===== config.mk =====
export PLATFORM = sky130hd
export DESIGN_NAME = rx_buffer_bank_partition_cfg
export DESIGN_NICKNAME = d
export VERILOG_FILES = /design/src/hw/rx_buffer_bank_partition_cfg.v /design/src/hw/rx_stream_fifo.v
export VERILOG_INCLUDE_DIRS = /design/src /design/src/hw
export SDC_FILE = /design/constraint.sdc
export NUM_CORES = 1
export LEC_CHECK = 0
export ABC_AREA = 1
export BUFFER_PORTS_ARGS = -buffer_cell sky130_fd_sc_hd__buf_2
export CAP_MARGIN = 20
export CORE_MARGIN = 2
export CORE_UTILIZATION = 34
export CTS_CLUSTER_DIAMETER = 50
export DETAILED_ROUTE_END_ITERATION = 6
export HOLD_SLACK_MARGIN = 0.06
export PLACE_DENSITY = 0.51
export SLEW_MARGIN = 20
export SYNTH_ARGS = -nofsm -noshare
export SYNTH_HDL_FRONTEND = slang
export SYNTH_SLANG_ARGS = --single-unit

===== constraint.sdc =====
create_clock -name sys_clk_in -period 9.7 [get_ports sys_clk_in]
set_input_delay 0.97 -clock sys_clk_in [delete_from_list [all_inputs] [get_ports sys_clk_in]]
set_output_delay 0.97 -clock sys_clk_in [all_outputs]
set_load 0.03 [all_outputs]

===== src/hw/rx_bank_cfg_defines.vh =====
// Purpose: Constants for the receive bank partition configuration block.
// Assumes: Register indices as printed; byte address is not used on the plain port.
// Notes: Sizes are in bytes.
`ifndef RX_BANK_CFG_DEFINES_VH
`define RX_BANK_CFG_DEFINES_VH
`define ADDR_W 20
`define REG_PART_COUNT 20'h30906
`define REG_AGGR_WIDTH 20'h30907
`define REG_BANK_STATUS 20'h30908
`define REG_FIFO_DATA 20'h30909
`define REG_FIFO_LEVEL 20'h3090A
`define PART_COUNT_RESET 8'h00
`define AGGR_WIDTH_RESET 8'h00
`define FIELD_W 2
`define AGGR_32 2'h0
`define AGGR_64 2'h1
`define AGGR_128 2'h2
`define AGGR_RSVD 2'h3
`define BASE_DATA_BYTES 16'h0800
`define FIFO_WIDTH 32
`define FIFO_DEPTH 16
`define FIFO_AW 4
`endif


===== src/hw/rx_buffer_bank_partition_cfg.v =====
// Purpose: Per-bank width and partition configuration with derived FIFO sizes.
// Assumes: Registers are reached over a plain address and strobe port.
// Notes: A 16-word FIFO buffers words entering the receive path.
//
// The address-and-strobe port was left to the implementer.
`timescale 1ns/10ps
`include "rx_bank_cfg_defines.vh"
// Behaviour
// - Each config register holds four 2-bit fields, bank 0 in the lowest bits.
// - Width code 00 is 32-bit, 01 is 64-bit, 10 is 128-bit.
// - Partition code 00..11 gives 1, 2, 4 or 8 equal virtual FIFOs.
// - Data depth is 2K bytes scaled by width, divided by partitions; control is quarter.
module rx_buffer_bank_partition_cfg (
  input wire sys_clk_in,
  input wire arst_n_in,
  input wire [`ADDR_W-1:0] addr_in,
  input wire [31:0] wdata_in,
  input wire wr_in,
  input wire rd_in,
  output reg [31:0] rdata_out,
  input wire in_valid_in,
  output wire in_ready_out,
  input wire [31:0] in_data_in,
  output wire out_valid_out,
  input wire out_ready_in,
  output wire [31:0] out_data_out,
  output wire [63:0] data_depth_out,
  output wire [63:0] ctrl_depth_out,
  output wire [7:0] bank_width_out,
  output wire [7:0] bank_parts_out,
  output wire config_error_out
);
  // ----------------------------------------
  // Register write decode.
  // ----------------------------------------
  reg [7:0] part_count_reg;
  reg [7:0] part_count_next;
  reg [7:0] aggr_width_reg;
  reg [7:0] aggr_width_next;
  reg config_error_reg;
  reg [31:0] rdata_next;
  wire fifo_in_ready;
  wire [`FIFO_AW:0] level;
  wire [3:0] bank_bad;
  wire [3:0] bank_is_64;
  wire [3:0] bank_is_128;
  wire low_any_64;
  wire low_same;
  wire high_any_64;
  wire high_same;
  wire any_128;
  wire all_128;
  wire parts_equal;
  wire pair_bad;
  wire config_error_next;
  // Only the low byte of a write lands; the upper bits are ignored.
  // Writes to other indices leave both registers as they are.
  always @* begin
    part_count_next = part_count_reg;
    aggr_width_next = aggr_width_reg;
    if (wr_in) begin
      if (addr_in == `REG_PART_COUNT) begin
        part_count_next = wdata_in[7:0];
      end
      if (addr_in == `REG_AGGR_WIDTH) begin
        aggr_width_next = wdata_in[7:0];
      end
    end
  end
  // ----------------------------------------
  // Configuration registers.
  // ----------------------------------------
  always @(posedge sys_clk_in or negedge arst_n_in) begin
    if (!arst_n_in) begin
      part_count_reg <= `PART_COUNT_RESET;
      aggr_width_reg <= `AGGR_WIDTH_RESET;
    end else begin
      part_count_reg <= part_count_next;
      aggr_width_reg <= aggr_width_next;
    end
  end
  // ----------------------------------------
  // Per-bank size derivation.
  // ----------------------------------------
  // Sizes follow the next field values, so the flopped outputs change in the
  // same cycle as the registers they are derived from.
  genvar b;
  generate
    for (b = 0; b < 4; b = b + 1) begin : g_bank
      wire [1:0] wcode;
      wire [1:0] pcode;
      wire [15:0] depth;
      reg [15:0] scaled;
      reg [15:0] data_depth_reg;
      reg [15:0] ctrl_depth_reg;
      assign wcode = aggr_width_next[2*b+1:2*b];
      assign pcode = part_count_next[2*b+1:2*b];
      assign bank_is_64[b] = (wcode == `AGGR_64);
      assign bank_is_128[b] = (wcode == `AGGR_128);
      // The reserved width code is flagged on its own.
      assign bank_bad[b] = (wcode == `AGGR_RSVD);
      always @* begin
        case (wcode)
          `AGGR_64: begin
            scaled = `BASE_DATA_BYTES << 1;
          end
          `AGGR_128: begin
            scaled = `BASE_DATA_BYTES << 2;
          end
          default: begin
            scaled = `BASE_DATA_BYTES;
          end
        endcase
      end
      // A reserved width code gives no storage at all.
      assign depth = (wcode == `AGGR_RSVD) ? 16'h0000 : (scaled >> pcode);
      always @(posedge sys_clk_in or negedge arst_n_in) begin
        if (!arst_n_in) begin
          data_depth_reg <= `BASE_DATA_BYTES;
          ctrl_depth_reg <= `BASE_DATA_BYTES >> 2;
        end else begin
          data_depth_reg <= depth;
          ctrl_depth_reg <= depth >> 2;
        end
      end
      assign data_depth_out[16*b+15:16*b] = data_depth_reg;
      assign ctrl_depth_out[16*b+15:16*b] = ctrl_depth_reg;
      assign bank_width_out[2*b+1:2*b] = aggr_width_reg[2*b+1:2*b];
      assign bank_parts_out[2*b+1:2*b] = part_count_reg[2*b+1:2*b];
    end
  endgenerate
  // ----------------------------------------
  // Configuration checks.
  // ----------------------------------------
  // Paired banks in 64-bit mode must match in width and partition count.
  assign low_any_64 = bank_is_64[0] || bank_is_64[1];
  assign low_same = (aggr_width_next[1:0] == aggr_width_next[3:2]) &&
                    (part_count_next[1:0] == part_count_next[3:2]);
  assign high_any_64 = bank_is_64[2] || bank_is_64[3];
  assign high_same = (aggr_width_next[5:4] == aggr_width_next[7:6]) &&
                     (part_count_next[5:4] == part_count_next[7:6]);
  // In 128-bit mode all four banks must match.
  assign any_128 = |bank_is_128;
  assign all_128 = &bank_is_128;
  assign parts_equal = (part_count_next == {4{part_count_next[1:0]}});
  assign pair_bad = (low_any_64 && !low_same) || (high_any_64 && !high_same) ||
                    (any_128 && !(all_128 && parts_equal));
  assign config_error_next = pair_bad || (|bank_bad);
  // ----------------------------------------
  // Status flag.
  // ----------------------------------------
  always @(posedge sys_clk_in or negedge arst_n_in) begin
    if (!arst_n_in) begin
      config_error_reg <= 1'b0;
    end else begin
      config_error_reg <= config_error_next;
    end
  end
  assign config_error_out = config_error_reg;
  // ----------------------------------------
  // Receive data buffer.
  // ----------------------------------------
  // Ready is the buffer's not-full flag; nothing else holds the fill side back.
  // Words leave in the order they came, one per pop.
  assign in_ready_out = fifo_in_ready;
  rx_stream_fifo #(
    .WIDTH(`FIFO_WIDTH),
    .DEPTH(`FIFO_DEPTH),
    .AW(`FIFO_AW)
  ) u_fifo (
    .sys_clk_in(sys_clk_in),
    .arst_n_in(arst_n_in),
    .in_valid_in(in_valid_in),
    .in_ready_out(fifo_in_ready),
    .in_data_in(in_data_in),
    .out_valid_out(out_valid_out),
    .out_ready_in(out_ready_in),
    .out_data_out(out_data_out),
    .level_out(level)
  );
  // ----------------------------------------
  // Register read port.
  // ----------------------------------------
  // Read data stand for one cycle after the strobe and are zero otherwise.
  // The data index shows the head word without popping it.
  always @* begin
    rdata_next = 32'h00000000;
    if (rd_in) begin
      case (addr_in)
        `REG_PART_COUNT: begin
          rdata_next = {24'h000000, part_count_reg};
        end
        `REG_AGGR_WIDTH: begin
          rdata_next = {24'h000000, aggr_width_reg};
        end
        `REG_BANK_STATUS: begin
          rdata_next = {31'h00000000, config_error_reg};
        end
        `REG_FIFO_DATA: begin
          rdata_next = out_data_out;
        end
        `REG_FIFO_LEVEL: begin
          rdata_next = {27'h0000000, level};
        end
        default: begin
          rdata_next = 32'h00000000;
        end
      endcase
    end
  end
  always @(posedge sys_clk_in or negedge arst_n_in) begin
    if (!arst_n_in) begin
      rdata_out <= 32'h00000000;
    end else begin
      rdata_out <= rdata_next;
    end
  end
endmodule // rx_buffer_bank_partition_cfg


===== src/hw/rx_stream_fifo.v =====
// Purpose: Flip-flop FIFO with valid and ready on both sides.
// Assumes: Single clock, asynchronous active-low reset.
// Notes: Depth must be a power of two.
`timescale 1ns/10ps
module rx_stream_fifo #(
  parameter WIDTH = 32,
  parameter DEPTH = 16,
  parameter AW = 4
) (
  input wire sys_clk_in,
  input wire arst_n_in,
  input wire in_valid_in,
  output wire in_ready_out,
  input wire [WIDTH-1:0] in_data_in,
  output wire out_valid_out,
  input wire out_ready_in,
  output wire [WIDTH-1:0] out_data_out,
  output wire [AW:0] level_out
);
  reg [WIDTH-1:0] mem_reg [0:DEPTH-1];
  reg [AW:0] wr_ptr_reg;
  reg [AW:0] rd_ptr_reg;
  wire push;
  wire pop;
  assign level_out = wr_ptr_reg - rd_ptr_reg;
  assign in_ready_out = (level_out != DEPTH[AW:0]);
  assign out_valid_out = (level_out != {(AW+1){1'b0}});
  assign push = in_valid_in & in_ready_out;
  assign pop = out_valid_out & out_ready_in;
  assign out_data_out = mem_reg[rd_ptr_reg[AW-1:0]];
  always @(posedge sys_clk_in) begin
    if (push) begin
      mem_reg[wr_ptr_reg[AW-1:0]] <= in_data_in;
    end
  end
  always @(posedge sys_clk_in or negedge arst_n_in) begin
    if (!arst_n_in) begin
      wr_ptr_reg <= {(AW+1){1'b0}};
      rd_ptr_reg <= {(AW+1){1'b0}};
    end else begin
      if (push) begin
        wr_ptr_reg <= wr_ptr_reg + 1'b1;
      end
      if (pop) begin
        rd_ptr_reg <= rd_ptr_reg + 1'b1;
      end
    end
  end
endmodule // rx_stream_fifo


==> results.json <==
{
  "status": "finished, final reports clean",
  "worstReg2RegStart": "u_fifo.rd_ptr_reg[0]",
  "vias": 16000,
  "tritoncts": "done",
  "maxCapViolCount": 0,
  "synth_top_area_share": 0.617,
  "core-area_sq_mm": 0.0728,
  "clock_sinks": 595,
  "io-pin-count": 301,
  "grt_max_degree": 107,
  "reg2reg_depth": 14,
  "worst_pin_slew_ns": 0.994,
  "cp-end-kind": "output pin",
  "ys_ff_latch": 595,
  "synth_commonest_cells": "512 x edfxtp_1, 310 x nor2_1, 262 x o21ai_0",
  "power_switching_share": 0.381,
  "hpwlAfterDp_um": 36800,
  "ir_drop_mv": 0.185,
  "fin_util": 0.399,
  "comb_power_share": 0.318,
  "hold_violations": 0,
  "rows": 99,
  "post_cts_resized": 0,
  "initial_utilization": 0.342,
  "powerDensity_mw_per_mm2": 301,
  "cts_hold_buffers": 0,
  "first_global_vias": 15600,
  "r2r_end": "u_fifo.mem_reg[6][2]",
  "drc": 0,
  "seqPwrFrac": 0.367,
  "clock_skew_ns": 0.0229,
  "portBuffers": 196,
  "grtUsageTotal": 0.175,
  "drv_slew": 0,
  "fp.dieW_um": 275,
  "drt-vias-per-instance": 5.01,
  "dr.pass1.iters": 5,
  "ant_nets": 0,
  "drt_iter0_markers": 1185,
  "critPathArrivalTime_ns": 4.75,
  "syn_inst": 2001,
  "crit_type": "reg -> out",
  "regToRegSetupSlack_ns": 4.63,
  "grt_setup_unrepaired": "false",
  "postCtsSetupBuffers": 0,
  "period_minus_slack_ns": 5.72,
  "routed_wl_um": 66800,
  "fin_area_sq_mm": 0.0291,
  "synth_top_flop_cell": "edfxtp_1",
  "synth_most_common_cell": "edfxtp_1",
  "cp_max_fo": 95,
  "wl_per_cell_um": 20.9,
  "synth_edf_count": 512,
  "syn_to_final_growth_pct": 16.5,
  "ys_types": 45,
  "synth_area_leaders": "edfxtp_1 62%, dfrtp_1 7.9%, o21ai_0 5.3%",
  "finalSetupViolCount": 0,
  "gp_congestion": 0.880,
  "seq_area_frac_synth": 0.700,
  "yosys_warnings": 0,
  "relSlewSlack": 0.337,
  "antenna_found_initial": 7,
  "clk_path_buf_depth": 3,
  "min_period_over_period": 0.590,
  "worstSkewPairLatency_ns": 0.61,
  "switching_power_mw": 3.34,
  "startpoint_type": "flip-flop",
  "hp-class": "in -> async",
  "power.leakage_nw": 10.7,
  "synth_largest_area_cell": "edfxtp_1",
  "finalSetupTns_ns": 0,
  "clk_pin_slew_worst_paths_ns": 0.06,
  "cts_root_buf": "clkbuf_16",
  "avgSynthCellArea_sq_um": 12.5,
  "dpl_cell_area_sq_mm": 0.0265,
  "pwr-share-clk": 0.315,
  "cts_buffers": 76,
  "synth_area_sq_mm": 0.0249,
  "grt_overflow": 0,
  "grt_pass1_wl_um": 98200,
  "p_total_mw": 8.75,
  "dieArea_sq_mm": 0.0755,
  "nets": 2292,
  "htreeDepth": 3,
  "fmax_mhz": 175,
  "fp.dieH_um": 275,
  "p_int_mw": 5.42,
  "layout-drive-gt1-share": 0.193,
  "async_reset_ff_frac": 0.139,
  "required_ns": 8.73,
  "largest_register_ffs": 512
}
-- kinds of logic (layout without fill, tap and decap cells) --
kind of cell | after synthesis | after routing | share of synthesized area
AOI/OAI and AO/OA | 492 | 492 | 0.119
xor gates and xnor gates | 14 | 14 | 0.00492
adders and majority gates | 27 | 27 | 0.0139
buffers and inverters | 298 | 456 | 0.0636
DFF | 595 | 595 | 0.700
muxes | 1 | 1 | 0.000402
other | 1 | 82 | 0.000150
and+or+nand+nor | 573 | 573 | 0.0976
-- cell type report --
cell class	instances	area, sq um
Antenna cell	2	5.00
Clock buffer	91	2010
Clock inverter	50	502
Fill cell	6945	43800
Inverter	89	340
Multi-Input combinational cell	1187	6310
Sequential cell	595	17500
Tap cell	959	1200
Timing Repair Buffer	226	1220
-- critical path, cell delays in order, from the launching register on --
cell and delay, ns:
dfrtp_4 1.00, buf_4 0.75, inv_6 0.40, buf_4 0.54, o21ai_0 0.32, o221ai_1 0.14
nand3_1 0.15, nand3_1 0.26, buf_2 0.28
-- metal layers --
layer	part of all wire	vias to the layer above	wire length (um)	GRT usage
li1	-	7409	-	-
met1	0.44	8011	29100	0.235
met2	0.48	518	31800	0.288
met3	0.063	100	4230	0.0298
met4	0.024	4	1610	0.0592
met5	0.00033	-	22	0
-- how the worst max path moves through the flow --
stage                     slack [ns]            startpoint                     to
after floorplan                 5.62  u_fifo.rd_ptr_reg[2]  u_fifo.mem_reg[11][0]
after global placement          4.67  u_fifo.rd_ptr_reg[0]  u_fifo.mem_reg[6][15]
after detailed placement        4.54  u_fifo.rd_ptr_reg[0]  u_fifo.mem_reg[6][16]
after CTS                       3.95  u_fifo.rd_ptr_reg[0]        out_data_out[2]
after global routing            3.64  u_fifo.rd_ptr_reg[0]        out_data_out[2]
final                           3.98  u_fifo.rd_ptr_reg[0]        out_data_out[2]
-- through the flow --
step	worst slack, ns	hold WS (ns)	cells
2_1_floorplan	5.62	0.462	2080
3_3_place_gp	4.67	0.476	3055
3_5_place_dp	4.54	0.484	3055
4_1_cts	3.95	0.233	3196
5_1_grt	3.64	0.240	3198
6_report	3.98	0.247	3199
-- cell usage in the layout (no fill, tap or decap), types with 13 or more instances in the layout --
master     instances
edfxtp_1         512
nor2_1           293
o21ai_0          262
buf_2            195
nand2_1          165
o22ai_1           91
conb_1            80
inv_1             78
clkbuf_16         77
dfrtp_1           76
nand3_1           59
o221ai_1          51
buf_4             30
ha_1              26
a22o_1            24
nor2_4            21
a21oi_1           21
a21oi_2           20
o211ai_1          13
-- power groups by stage --
stage | Combinational [mW] | Clock (mW) | Sequential [mW]
2_1_floorplan | 1.96 | 0 | 3.15
3_3_place_gp | 2.77 | 0 | 3.25
3_5_place_dp | 2.81 | 0 | 3.26
4_1_cts | 2.82 | 2.82 | 3.21
5_1_grt | 3.06 | 2.92 | 3.23
6_report | 2.78 | 2.76 | 3.21
Note: power is estimated with default switching activity, not from simulation.
